**config.mk**
```make
export PLATFORM = sky130hd
export DESIGN_NAME = dtm_timer
export DESIGN_NICKNAME = d
export VERILOG_FILES = /design/src/dtm_pkg.sv /design/src/dtm_timer.sv
export SDC_FILE = /design/constraint.sdc
export NUM_CORES = 1
export LEC_CHECK = 0
export BUFFER_PORTS_ARGS = -buffer_cell sky130_fd_sc_hd__buf_2
export CAP_MARGIN = 20
export CORE_ASPECT_RATIO = 0.6
export CORE_UTILIZATION = 53
export CTS_BUF_LIST = sky130_fd_sc_hd__clkbuf_2
export DETAILED_ROUTE_END_ITERATION = 6
export PLACE_DENSITY = 0.86
export SLEW_MARGIN = 25
export SYNTH_ARGS = -nofsm -noshare
export SYNTH_HDL_FRONTEND = slang
export SYNTH_SLANG_ARGS = --single-unit
```
**constraint.sdc**
```tcl
create_clock -name ref_clk -period 4 [get_ports ref_clk]
set_input_delay 0.8 -clock ref_clk [delete_from_list [all_inputs] [get_ports ref_clk]]
set_output_delay 0.8 -clock ref_clk [all_outputs]
set_load 0.02 [all_outputs]
```
**src/dtm_pkg.sv**
```systemverilog
// constants for the two-channel eight-bit timer
package dtm_pkg;
   // register byte offsets on the AXI4-Lite port
   localparam logic [4:0] OFF_COUNT   = 5'h00;
   localparam logic [4:0] OFF_MATCH_A = 5'h04;
   localparam logic [4:0] OFF_MATCH_B = 5'h08;
   localparam logic [4:0] OFF_CTRL0   = 5'h0c;
   localparam logic [4:0] OFF_CTRL1   = 5'h10;
   localparam logic [4:0] OFF_FLAG0   = 5'h14;
   localparam logic [4:0] OFF_FLAG1   = 5'h18;
   // reset values and the counter maximum
   localparam logic [7:0] COUNT_RST   = 8'h00;
   localparam logic [7:0] MATCH_RST   = 8'hff;
   localparam logic [7:0] CTRL_RST    = 8'h00;
   localparam logic [4:0] FCTL_RST    = 5'h00;
   localparam logic [7:0] COUNT_MAX   = 8'hff;
   // timer_control_reg fields
   localparam int CTL_IEB = 7;
   localparam int CTL_IEA = 6;
   localparam int CTL_IEW = 5;
   localparam int CTL_CLR = 3;
   localparam int CTL_CKS = 0;
   // timer_flag_control_reg fields
   localparam int FCR_FLG = 5;
   localparam int FCR_ADC = 4;
   localparam int FCR_OSB = 2;
   localparam int FCR_OSA = 0;
   // flag index inside the three-bit flag group
   localparam int FLG_W = 0;
   localparam int FLG_A = 1;
   localparam int FLG_B = 2;
   // count clock select codes
   localparam logic [2:0] CKS_STOP  = 3'h0;
   localparam logic [2:0] CKS_DIV8  = 3'h1;
   localparam logic [2:0] CKS_DIV64 = 3'h2;
   localparam logic [2:0] CKS_DIV8K = 3'h3;
   localparam logic [2:0] CKS_CASC  = 3'h4;
   localparam logic [2:0] CKS_EXTR  = 3'h5;
   localparam logic [2:0] CKS_EXTF  = 3'h6;
   localparam logic [2:0] CKS_EXTB  = 3'h7;
   // clear select codes
   localparam logic [1:0] CLR_NONE = 2'h0;
   localparam logic [1:0] CLR_A    = 2'h1;
   localparam logic [1:0] CLR_B    = 2'h2;
   localparam logic [1:0] CLR_EXT  = 2'h3;
   // output select codes
   localparam logic [1:0] OS_KEEP = 2'h0;
   localparam logic [1:0] OS_LOW  = 2'h1;
   localparam logic [1:0] OS_HIGH = 2'h2;
   localparam logic [1:0] OS_TOG  = 2'h3;
   // prescaler
   localparam int          PRESC_W    = 13;
   localparam int          DIV8       = 8;
   localparam int          DIV64      = 64;
   localparam int          DIV8K      = 8192;
   localparam logic [12:0] MASK_DIV8  = 13'(DIV8 - 1);
   localparam logic [12:0] MASK_DIV64 = 13'(DIV64 - 1);
   localparam logic [12:0] MASK_DIV8K = 13'(DIV8K - 1);
   // bus responses
   localparam logic [1:0] RESP_OKAY   = 2'h0;
   localparam logic [1:0] RESP_SLVERR = 2'h2;
endpackage : dtm_pkg

```
**src/dtm_timer.sv**
```systemverilog
// two-channel eight-bit timer with AXI4-Lite register port
//
// Implementation choices: the register offsets and the AXI4-Lite register port.
`timescale 1ns/1ns
`default_nettype none

// What this block does
// - each channel has an eight-bit counter stepping up once per selected clock edge
// - counters reset to zero
// - wrap from all ones to zero sets the channel wrap flag
// - count clock is clock/8, /64, /8192 or the external clock pin
// - counter clears on match A, match B or external clear pin, as selected
// - match A constant is compared with the counter, equality sets match A flag
// - match A compare is held off in the cycle that writes its constant
// - match B constant is compared with the counter, equality sets match B flag
// - match B compare is held off in the cycle that writes its constant
// - match A constants reset to all ones
// - match B constants reset to all ones
// - two-bit select decides the wave output change on match A
// - separate two-bit select decides the wave output change on match B
// - both matches together give any duty cycle, including PWM
// - cascade mode makes channel zero the upper and channel one the lower byte
// - compare-match count mode steps channel one on channel zero match A
// - counter pair and each constant pair are one sixteen-bit bus word
// - match A, match B and wrap each request an interrupt independently
// - the timer can issue a start pulse toward the converter
// - clear select 00 none, 01 match A, 10 match B, 11 external rising edge
// - each request needs its enable bit; enables reset to zero
module dtm_timer (
   input  wire logic        ref_clk,
   input  wire logic        sys_rst,
   input  wire logic [4:0]  s_axi_awaddr,
   input  wire logic        s_axi_awvalid,
   output logic             s_axi_awready,
   input  wire logic [31:0] s_axi_wdata,
   input  wire logic [3:0]  s_axi_wstrb,
   input  wire logic        s_axi_wvalid,
   output logic             s_axi_wready,
   output logic [1:0]       s_axi_bresp,
   output logic             s_axi_bvalid,
   input  wire logic        s_axi_bready,
   input  wire logic [4:0]  s_axi_araddr,
   input  wire logic        s_axi_arvalid,
   output logic             s_axi_arready,
   output logic [31:0]      s_axi_rdata,
   output logic [1:0]       s_axi_rresp,
   output logic             s_axi_rvalid,
   input  wire logic        s_axi_rready,
   input  wire logic        extClockInCh0,
   input  wire logic        extClockInCh1,
   input  wire logic        extClearInCh0,
   input  wire logic        extClearInCh1,
   output logic             waveOutCh0,
   output logic             waveOutCh1,
   output logic [1:0]       matchAIrq,
   output logic [1:0]       matchBIrq,
   output logic [1:0]       wrapIrq,
   output logic             adcStartPulse
);

   typedef struct packed {
      logic [1:0][7:0]         count;
      logic [1:0][7:0]         matchA;
      logic [1:0][7:0]         matchB;
      logic [1:0][7:0]         ctrl;
      logic [1:0][4:0]         fctl;
      logic [1:0][2:0]         flags;
      logic [1:0]              eqAPrev;
      logic [1:0]              eqBPrev;
      logic [1:0]              extClkPrev;
      logic [1:0]              extClrPrev;
      logic [1:0]              wave;
      logic [dtm_pkg::PRESC_W-1:0] presc;
      logic                    adc;
      logic                    bvalid;
      logic [1:0]              bresp;
      logic                    rvalid;
      logic [1:0]              rresp;
      logic [31:0]             rdata;
   } dtm_state_t;

   dtm_state_t state_r;
   dtm_state_t state_nxt;

   logic [1:0] extClk;
   logic [1:0] extClr;
   logic [1:0] eqA;
   logic [1:0] eqB;
   logic [1:0] wrMatchA;
   logic [1:0] wrMatchB;
   logic [1:0] hitA;
   logic [1:0] hitB;
   logic [1:0] tick;
   logic [1:0] clr;
   logic [1:0] wrap;
   logic [1:0] clkEdge;
   logic [1:0] clrEdge;
   logic       tick8;
   logic       tick64;
   logic       tick8k;
   logic       wrTake;
   logic       rdTake;
   logic [4:0] wrAddr;

   assign extClk = {extClockInCh1, extClockInCh0};
   assign extClr = {extClearInCh1, extClearInCh0};

   // write address and data are taken together, one write at a time
   assign wrTake        = s_axi_awvalid & s_axi_wvalid & ~state_r.bvalid;
   assign s_axi_awready = wrTake;
   assign s_axi_wready  = wrTake;
   assign rdTake        = s_axi_arvalid & ~state_r.rvalid;
   assign s_axi_arready = rdTake;
   assign wrAddr        = {s_axi_awaddr[4:2], 2'b00};

   // free-running prescaler gives one-cycle enables
   assign tick8  = (state_r.presc & dtm_pkg::MASK_DIV8)  == dtm_pkg::MASK_DIV8;
   assign tick64 = (state_r.presc & dtm_pkg::MASK_DIV64) == dtm_pkg::MASK_DIV64;
   assign tick8k = (state_r.presc & dtm_pkg::MASK_DIV8K) == dtm_pkg::MASK_DIV8K;

   genvar ch;
   generate
      for (ch = 0; ch < 2; ch++) begin : g_ch
         logic [2:0] cks;
         logic [1:0] clrSel;
         assign cks    = state_r.ctrl[ch][dtm_pkg::CTL_CKS +: 3];
         assign clrSel = state_r.ctrl[ch][dtm_pkg::CTL_CLR +: 2];
         // the lane of the paired word that holds this channel (ch0 upper)
         assign wrMatchA[ch] = wrTake && wrAddr == dtm_pkg::OFF_MATCH_A
                               && s_axi_wstrb[1-ch];
         assign wrMatchB[ch] = wrTake && wrAddr == dtm_pkg::OFF_MATCH_B
                               && s_axi_wstrb[1-ch];
         assign eqA[ch] = state_r.count[ch] == state_r.matchA[ch];
         assign eqB[ch] = state_r.count[ch] == state_r.matchB[ch];
         // a match fires once as equality begins, not while it persists
         assign hitA[ch] = eqA[ch] & ~state_r.eqAPrev[ch] & ~wrMatchA[ch];
         assign hitB[ch] = eqB[ch] & ~state_r.eqBPrev[ch] & ~wrMatchB[ch];
         assign clkEdge[ch] = extClk[ch] ^ state_r.extClkPrev[ch];
         assign clrEdge[ch] = extClr[ch] & ~state_r.extClrPrev[ch];
         always_comb begin
            unique case (cks)
               dtm_pkg::CKS_STOP:  tick[ch] = 1'b0;
               dtm_pkg::CKS_DIV8:  tick[ch] = tick8;
               dtm_pkg::CKS_DIV64: tick[ch] = tick64;
               dtm_pkg::CKS_DIV8K: tick[ch] = tick8k;
               // ch0 counts ch1 wraps, ch1 counts ch0 match A
               dtm_pkg::CKS_CASC:  tick[ch] = (ch == 0) ? wrap[1] : hitA[0];
               dtm_pkg::CKS_EXTR:  tick[ch] = clkEdge[ch] & extClk[ch];
               dtm_pkg::CKS_EXTF:  tick[ch] = clkEdge[ch] & ~extClk[ch];
               dtm_pkg::CKS_EXTB:  tick[ch] = clkEdge[ch];
            endcase
            unique case (clrSel)
               dtm_pkg::CLR_NONE: clr[ch] = 1'b0;
               dtm_pkg::CLR_A:    clr[ch] = hitA[ch];
               dtm_pkg::CLR_B:    clr[ch] = hitB[ch];
               dtm_pkg::CLR_EXT:  clr[ch] = clrEdge[ch];
            endcase
         end
         assign wrap[ch] = tick[ch] & ~clr[ch]
                           & (state_r.count[ch] == dtm_pkg::COUNT_MAX);
         // requests follow flag and enable as levels
         assign matchAIrq[ch] = state_r.flags[ch][dtm_pkg::FLG_A]
                                & state_r.ctrl[ch][dtm_pkg::CTL_IEA];
         assign matchBIrq[ch] = state_r.flags[ch][dtm_pkg::FLG_B]
                                & state_r.ctrl[ch][dtm_pkg::CTL_IEB];
         assign wrapIrq[ch]   = state_r.flags[ch][dtm_pkg::FLG_W]
                                & state_r.ctrl[ch][dtm_pkg::CTL_IEW];
      end
   endgenerate

   always_comb begin
      logic [7:0] wByte;
      logic [1:0] osA;
      logic [1:0] osB;
      logic [2:0] setF;
      logic [2:0] clrF;
      wByte = 8'h00;
      osA   = 2'h0;
      osB   = 2'h0;
      setF  = 3'h0;
      clrF  = 3'h0;
      state_nxt = state_r;
      state_nxt.presc      = state_r.presc + 1'b1;
      state_nxt.eqAPrev    = eqA;
      state_nxt.eqBPrev    = eqB;
      state_nxt.extClkPrev = extClk;
      state_nxt.extClrPrev = extClr;
      state_nxt.adc = hitA[0] & state_r.fctl[0][dtm_pkg::FCR_ADC];
      for (int c = 0; c < 2; c++) begin
         wByte = s_axi_wdata[8*(1-c) +: 8];
         // counter: bus write, then clear, then count
         if (wrTake && wrAddr == dtm_pkg::OFF_COUNT && s_axi_wstrb[1-c]) begin
            state_nxt.count[c] = wByte;
         end else if (clr[c]) begin
            state_nxt.count[c] = dtm_pkg::COUNT_RST;
         end else if (tick[c]) begin
            state_nxt.count[c] = state_r.count[c] + 8'h01;
         end
         if (wrMatchA[c]) begin
            state_nxt.matchA[c] = wByte;
         end
         if (wrMatchB[c]) begin
            state_nxt.matchB[c] = wByte;
         end
         if (wrTake && wrAddr == (c == 0 ? dtm_pkg::OFF_CTRL0 : dtm_pkg::OFF_CTRL1)
             && s_axi_wstrb[0]) begin
            state_nxt.ctrl[c] = s_axi_wdata[7:0];
         end
         // flags are write-one-to-clear; a new event in the same cycle wins
         clrF = 3'h0;
         if (wrTake && wrAddr == (c == 0 ? dtm_pkg::OFF_FLAG0 : dtm_pkg::OFF_FLAG1)
             && s_axi_wstrb[0]) begin
            state_nxt.fctl[c] = s_axi_wdata[4:0];
            clrF = s_axi_wdata[dtm_pkg::FCR_FLG +: 3];
         end
         setF = {hitB[c], hitA[c], wrap[c]};
         state_nxt.flags[c] = (state_r.flags[c] & ~clrF) | setF;
         // wave output: match B applied first, match A takes precedence
         osA = state_r.fctl[c][dtm_pkg::FCR_OSA +: 2];
         osB = state_r.fctl[c][dtm_pkg::FCR_OSB +: 2];
         if (hitB[c]) begin
            unique case (osB)
               dtm_pkg::OS_KEEP: state_nxt.wave[c] = state_r.wave[c];
               dtm_pkg::OS_LOW:  state_nxt.wave[c] = 1'b0;
               dtm_pkg::OS_HIGH: state_nxt.wave[c] = 1'b1;
               dtm_pkg::OS_TOG:  state_nxt.wave[c] = ~state_r.wave[c];
            endcase
         end
         if (hitA[c]) begin
            unique case (osA)
               dtm_pkg::OS_KEEP: state_nxt.wave[c] = state_nxt.wave[c];
               dtm_pkg::OS_LOW:  state_nxt.wave[c] = 1'b0;
               dtm_pkg::OS_HIGH: state_nxt.wave[c] = 1'b1;
               dtm_pkg::OS_TOG:  state_nxt.wave[c] = ~state_nxt.wave[c];
            endcase
         end
      end
      // write response
      if (wrTake) begin
         state_nxt.bvalid = 1'b1;
         state_nxt.bresp  = (wrAddr <= dtm_pkg::OFF_FLAG1) ? dtm_pkg::RESP_OKAY
                                                          : dtm_pkg::RESP_SLVERR;
      end else if (s_axi_bready) begin
         state_nxt.bvalid = 1'b0;
      end
      // read response
      if (rdTake) begin
         state_nxt.rvalid = 1'b1;
         state_nxt.rresp  = dtm_pkg::RESP_OKAY;
         unique case ({s_axi_araddr[4:2], 2'b00})
            dtm_pkg::OFF_COUNT:   state_nxt.rdata = {16'h0000, state_r.count[0],
                                                     state_r.count[1]};
            dtm_pkg::OFF_MATCH_A: state_nxt.rdata = {16'h0000, state_r.matchA[0],
                                                     state_r.matchA[1]};
            dtm_pkg::OFF_MATCH_B: state_nxt.rdata = {16'h0000, state_r.matchB[0],
                                                     state_r.matchB[1]};
            dtm_pkg::OFF_CTRL0:   state_nxt.rdata = {24'h000000, state_r.ctrl[0]};
            dtm_pkg::OFF_CTRL1:   state_nxt.rdata = {24'h000000, state_r.ctrl[1]};
            dtm_pkg::OFF_FLAG0:   state_nxt.rdata = {24'h000000, state_r.flags[0],
                                                     state_r.fctl[0]};
            dtm_pkg::OFF_FLAG1:   state_nxt.rdata = {24'h000000, state_r.flags[1],
                                                     state_r.fctl[1]};
            default: begin
               state_nxt.rdata = 32'h00000000;
               state_nxt.rresp = dtm_pkg::RESP_SLVERR;
            end
         endcase
      end else if (s_axi_rready) begin
         state_nxt.rvalid = 1'b0;
      end
   end

   always_ff @(posedge ref_clk or posedge sys_rst) begin
      if (sys_rst) begin
         state_r.count      <= {2{dtm_pkg::COUNT_RST}};
         state_r.matchA     <= {2{dtm_pkg::MATCH_RST}};
         state_r.matchB     <= {2{dtm_pkg::MATCH_RST}};
         state_r.ctrl       <= {2{dtm_pkg::CTRL_RST}};
         state_r.fctl       <= {2{dtm_pkg::FCTL_RST}};
         state_r.flags      <= '0;
         state_r.eqAPrev    <= 2'b11;
         state_r.eqBPrev    <= 2'b11;
         state_r.extClkPrev <= 2'b00;
         state_r.extClrPrev <= 2'b00;
         state_r.wave       <= 2'b00;
         state_r.presc      <= '0;
         state_r.adc        <= 1'b0;
         state_r.bvalid     <= 1'b0;
         state_r.bresp      <= dtm_pkg::RESP_OKAY;
         state_r.rvalid     <= 1'b0;
         state_r.rresp      <= dtm_pkg::RESP_OKAY;
         state_r.rdata      <= 32'h00000000;
      end else begin
         state_r <= state_nxt;
      end
   end

   assign waveOutCh0    = state_r.wave[0];
   assign waveOutCh1    = state_r.wave[1];
   assign adcStartPulse = state_r.adc;
   assign s_axi_bvalid  = state_r.bvalid;
   assign s_axi_bresp   = state_r.bresp;
   assign s_axi_rvalid  = state_r.rvalid;
   assign s_axi_rresp   = state_r.rresp;
   assign s_axi_rdata   = state_r.rdata;

endmodule : dtm_timer

`default_nettype wire

```
Yosys cells after proc, flatten, opt, wreduce, memory -nomap -nowiden

Index checks and enable logic that the tools add are counted.

Bits in registers: 142
Input bits: 57
Output and inout port bits: 50

Add/sub/neg operators: 3
Magnitude comparators: 1
Equal/unequal tests: 53
Muxes and demuxes: 27
Bitwise operators: 56
Reductions and logical operators: 32

Operator list:

| operator              | count |
|---|---|
| $pmux 16 s7           | 1 |
| $mux 8                | 6 |
| $eq 3x3->1 const B    | 15 |
| $eq 8x8->1            | 4 |
| $and 1x1->1           | 28 |
| $eq 2x2->1 const B    | 12 |
| $eq 3x2->1 const B    | 8 |
| $pmux 1 s4            | 6 |
| $not 1->1             | 20 |
| $logic_and 1x1->1     | 17 |
| $add 8x1->8 const B   | 2 |
| $eq 8x8->1 const B    | 2 |
| $pmux 1 s8            | 2 |
| $add 13x1->13 const B | 1 |
| $eq 13x13->1 const B  | 1 |
| $eq 2x1->1 const B    | 6 |
| $eq 3x1->1 const B    | 4 |
| $logic_not 2->1       | 6 |
| $logic_not 3->1       | 3 |
| $mux 1                | 8 |
| $reduce_or 7->1       | 1 |
| $and 3x3->3           | 2 |
| $eq 6x6->1 const B    | 1 |
| $mux 3                | 2 |
| 8 further kinds       | 14 |

Depth between registers and ports, before layout

Word-level depth: 14
Gate-level depth with buffers: 12
Mapped depth without buffers: 10

Worst setup path before layout

Ideal clock, no wire load.

Kind: input to register
Start: input port s_axi_awaddr[3]
End: register state_r[128] (netlist name)
Library setup time: 0.124 ns
Data arrival time: 2.931 ns
Path slack: 0.945 ns
Cell stages on the path: 11
Path through: clkbuf_1 and4b_1 buf_2 and4bb_2 a311o_1 buf_4 nand3_2 o41ai_4 buf_6 a21oi_1 a211o_1

Word-level cells in the longest chain between the ends: 11
Elaborated cells on any way between the ends: 29
Classes of those cells: eq/ne: 2; mux: 6; bitwise: 11; reduce/logical: 10

Ends and longest elaborated chain:

| element                                         | RTL line                           | RTL |
|---|---|---|
| start: declaration                              | dtm_timer.sv:32                    | `input wire logic [4:0] s_axi_awaddr,` |
| $eq 3x2->1 / $eq 3x1->1 (equally long branches) | dtm_timer.sv:131, dtm_timer.sv:129 |  |
| $logic_and 1x1->1 (on tied branches)            | dtm_timer.sv:131, dtm_timer.sv:129 |  |
| $logic_and 1x1->1 (on tied branches)            | dtm_timer.sv:132, dtm_timer.sv:130 |  |
| $not 1->1 (on tied branches)                    | dtm_timer.sv:137, dtm_timer.sv:136 |  |
| $and 1x1->1 (on tied branches)                  | dtm_timer.sv:137, dtm_timer.sv:136 |  |
| $pmux 1 s4                                      | dtm_timer.sv:152                   | `unique case (clrSel)` |
| $not 1->1                                       | dtm_timer.sv:159                   | `assign wrap[ch] = tick[ch] & ~clr[ch]` |
| $and 1x1->1                                     | dtm_timer.sv:159                   |  |
| $and 1x1->1                                     | dtm_timer.sv:160                   | `& (state_r.count[ch] == dtm_pkg::COUNT_MAX);` |
| $pmux 1 s8                                      | dtm_timer.sv:141                   | `unique case (cks)` |
| $reduce_bool 3->1 (no source line)              | -                                  |  |
| end signal: assignment                          | dtm_timer.sv:294                   | `state_r <= state_nxt;` |
| end: declaration                                | dtm_timer.sv:82                    | `dtm_state_t state_r;` |

Parallel ways exist; a longest one is shown, timed or not.
A chain may end at the register's enable or synchronous reset.

Worst setup path after layout

Start: register state_r[130] (netlist name)
End: register state_r[133] (netlist name)

Word-level cells in the longest chain between the ends: 8
Elaborated cells on any way between the ends: 16
Classes of those cells: add/sub: 1; eq/ne: 2; mux: 6; bitwise: 6; reduce/logical: 1

Ends and longest elaborated chain:

| element                            | RTL line         | RTL |
|---|---|---|
| $eq 8x8->1                         | dtm_timer.sv:133 | `assign eqA[ch] = state_r.count[ch] == state_r.matchA[ch];` |
| $and 1x1->1 (2 in series)          | dtm_timer.sv:136 | `assign hitA[ch] = eqA[ch] & ~state_r.eqAPrev[ch] & ~wrMatchA[ch];` |
| $pmux 1 s8                         | dtm_timer.sv:141 |  |
| $and 1x1->1                        | dtm_timer.sv:159 |  |
| $and 1x1->1                        | dtm_timer.sv:160 |  |
| $pmux 1 s8                         | dtm_timer.sv:141 |  |
| $reduce_bool 3->1 (no source line) | -                |  |

Parallel ways exist; a longest one is shown, timed or not. The select of a mux whose other input is x is not followed.

==> impl_metrics.tcl <==
set metrics [dict create \
    r2r_cells 9 \
    synth_top_cells_by_area "dfrtp_1 (33%), dfstp_2 (14%), mux2_2 (9.7%)" \
    routabilityCongestion 0.909 \
    syn-cell-area_sq_um 6650 \
    avgRoutedWirePerCell_microns 18.8 \
    timing_hold_violations_final 0 \
    fp.dieArea_sq_um 13000 \
    totalWireLength_microns 16000 \
    cts_setup_buffers 0 \
    power.leakage_nw 3.43 \
    fp-row-count 31 \
    synth_area_per_cell_sq_um 10.6 \
    fillerInstances 958 \
    synth_top_cell_by_area "dfrtp_1" \
    final_core_util_pct 59.3 \
    yosys_register_bits 124 \
    finalSetupViolCount 0 \
    grt_setup_unrepaired "no" \
    worst-endpoint-required_ns 4.57 \
    clock_tree_from_tritoncts "built" \
    grt_start_max_net_pins 125 \
    clockRootBuffer "clkbuf_2" \
    areaGrowthSynthToFinish_pct 8.36 \
    design.final.nets 733 \
    r2r_slack_ns 0.62 \
    final-seq-area_sq_um 3150 \
    die_width_microns 147 \
    yosysTopAreaCellShare_pct 33.1 \
    post_route_cells_drive_above_1_share_pct 31.1 \
    detail_route.first_pass.iterations 5 \
    cts.path.max_buffers 2 \
    post-synth-top-count-cell "dfrtp_1" \
    reg_to_reg_start "state_r[130]" \
    class_of_the_tightest_hold_or_removal_check "in -> reg" \
    numCtsBuffers 17 \
    cell_variety_after_synth 56 \
    worst_clock_skew_ns 0.0246 \
    detail_route.iter0.violations 435 \
    grt_pass1_wl_microns 25200 \
    worst-setup-path-type "reg -> reg" \
    hpwl_detailed_microns 11700 \
    internal_power_mw 2.43 \
    timing.final.crit_period_ns 3.38 \
    drt.antenna.violating_nets 0 \
    clock_power_share_pct 23.7 \
    summed_area_of_non_filler_cells_in_the_final_layout_sq_um 7200 \
    h-tree-depth 4 \
    maxSlewHeadroom_pct 43.4 \
    path_clk_slew_ns 0.20 \
    vias_in_the_first_global_route 4653 \
    syn-instance-count 630 \
    fmaxAchievable_mhz 296 \
    critical_path.endpoint_type "flop" \
    max-cap-violations 0 \
    sequential_fraction_of_the_synthesis_area_pct 47.4 \
    yosysWarningCount 0 \
    comb_power_share_pct 27.3 \
    highest_ir_drop_seen_on_vdd_uv 221 \
    drcViolationCount 0 \
    worst_skew_late_latency_ns 0.67 \
    routed-via-count 4975 \
    totalNegativeSetupSlack_ns 0 \
    synth_async_sr_flop_share_pct 100 \
    floorplan.io_pins 107 \
    synth_edf_count 0 \
    postPlaceCellArea_sq_um 6920 \
    initial_cell_density_of_the_core_pct 54.8 \
    vias_per_cell 5.85 \
    number_of_antenna_violations_at_the_first_check_in_global_routing 1 \
    place.port_buffers 66 \
    critPathLaunch "state_r[130]" \
    ys_top_cells_by_count "dfrtp_1 (88), nand2_1 (70), mux2_2 (57)" \
    worstReg2RegEnd "state_r[133]" \
    chipHeight_microns 88.8 \
    cp-endpoint "state_r[133]" \
    grt.overflow.total 0 \
    whs_ns 0.257 \
    power_frac_seq_pct 49.0 \
    timing.final.crit_share_pct 84.4 \
    critical_path.max_fanout 15 \
    crit_arrival_ns 3.95 \
    status "finished, final reports clean" \
    multi_input_comb_area_sq_um 3100 \
    power.switching_mw 1.39 \
    ys.flop_type "dfrtp_1" \
    grt_use_total_pct 26.0 \
    post_cts_resized 0 \
    setup.worst_path.start_class "flop" \
    numClockSinks 124 \
    floorplan.core_area_sq_um 12100 \
    cts.hold.buffers_added 0 \
    power_switching_share_pct 36.4 \
    timing.final.max_slew_violations 0 \
    worst_pin_slew_ns 0.846 \
    powerDensity_nw_per_um2 529 \
]
## power by group through the flow
stage	Sequential (mW)	Combinational (mW)	Clock [mW]
detailed placement	1.88	1.02	0
global route	1.90	1.13	0.964
floorplan	1.74	0.868	0
CTS	1.85	1.03	0.913
global placement	1.85	0.971	0
finish	1.87	1.04	0.902
## per-layer routing
metal	up-vias	global-route usage (%)	wire length [microns]
met2	255	38.3	6900
met4	0	7.29	187
met5	-	0	0
li1	2248	-	-
met3	20	9.48	1780
met1	2452	36.0	7180
## per-stage QoR
step	total power, mW	setup WS, ns	std cells
finish	3.81	0.623	851
global route	4.00	0.474	851
CTS	3.80	0.668	850
detailed placement	2.90	0.585	818
global placement	2.82	0.666	818
floorplan	2.61	0.945	647
## kinds of logic (layout without fill, tap and decap cells)
logic type	count (synthesis)	in the layout	synth area share, %
AOI/OAI and AO/OA	94	94	9.62
xor gates and xnor gates	51	51	6.72
adders and majority gates	4	4	0.753
buffers and inverters	84	122	7.04
DFF	124	124	47.4
muxes	79	79	13.7
other	1	19	0.0564
and+or+nand+nor	193	193	14.7
## placed cells by master, fill, tap and decap left out, types with 4 or more instances in the layout
cell type,netlist,routed
dfrtp_1,88,88
a22o_1,16,16
mux4_2,4,4
mux2i_1,18,18
and2_1,9,9
clkbuf_2,0,17
nand2_1,70,70
a211o_1,4,4
mux2_2,57,57
dfstp_2,36,36
buf_2,2,66
clkinvlp_4,0,5
and3_1,7,7
nor3_1,6,6
nor4_1,10,10
xnor2_1,10,10
nand3_1,18,18
a31oi_1,8,8
conb_1,1,18
a21oi_1,19,19
a21o_1,5,5
nor2_1,35,35
inv_1,15,14
xor2_1,41,41
ha_1,4,4
buf_4,38,8
o21ai_0,24,24
bufinv_16,0,4
nand4_1,7,7
## worst min path at each step
stage | startpoint | endpoint | slack [ns] | depth (start not counted)
2_1_floorplan | state_r[77] | state_r[77] | 0.44 | 2
3_3_place_gp | s_axi_rdata[7] | s_axi_rdata[7] | 0.46 | 2
3_5_place_dp | state_r[50] | state_r[50] | 0.47 | 1
4_1_cts | extClearInCh0 | state_r[54] | 0.20 | 1
5_1_grt | extClearInCh0 | state_r[54] | 0.20 | 1
6_report | extClearInCh0 | state_r[54] | 0.26 | 1
## critical path: stages, from the launching register on
cell and delay, ns:
dfrtp_1 0.51, xor2_1 0.20, nor4_1 0.56, and4bb_2 0.50
a311o_1 0.45, nand3_2 0.17, o41ai_4 0.24, buf_4 0.26
a21oi_1 0.10, a211o_1 0.28
## flip-flops by register name, summed over array words and instances (netlist names)
register,count
adcStartPulse,1
waveOutCh1,1
s_axi_bresp,1
s_axi_bvalid,1
s_axi_rvalid,1
state_r,91
s_axi_rdata,16
waveOutCh0,1
g_ch.clrSel,4
s_axi_rresp,1
g_ch.cks,6
## final cells by class
cell class / instances / share of cell area (%)
antenna: 1 / 0.0347
clock buffer: 17 / 1.18
clock inverter: 15 / 2.71
inverter: 15 / 0.834
multi-input combinational: 439 / 43.0
sequential: 124 / 43.7
tap: 165 / 2.87
timing repair buffer: 75 / 5.70
No activity file was read; power rests on OpenSTA's default activity.
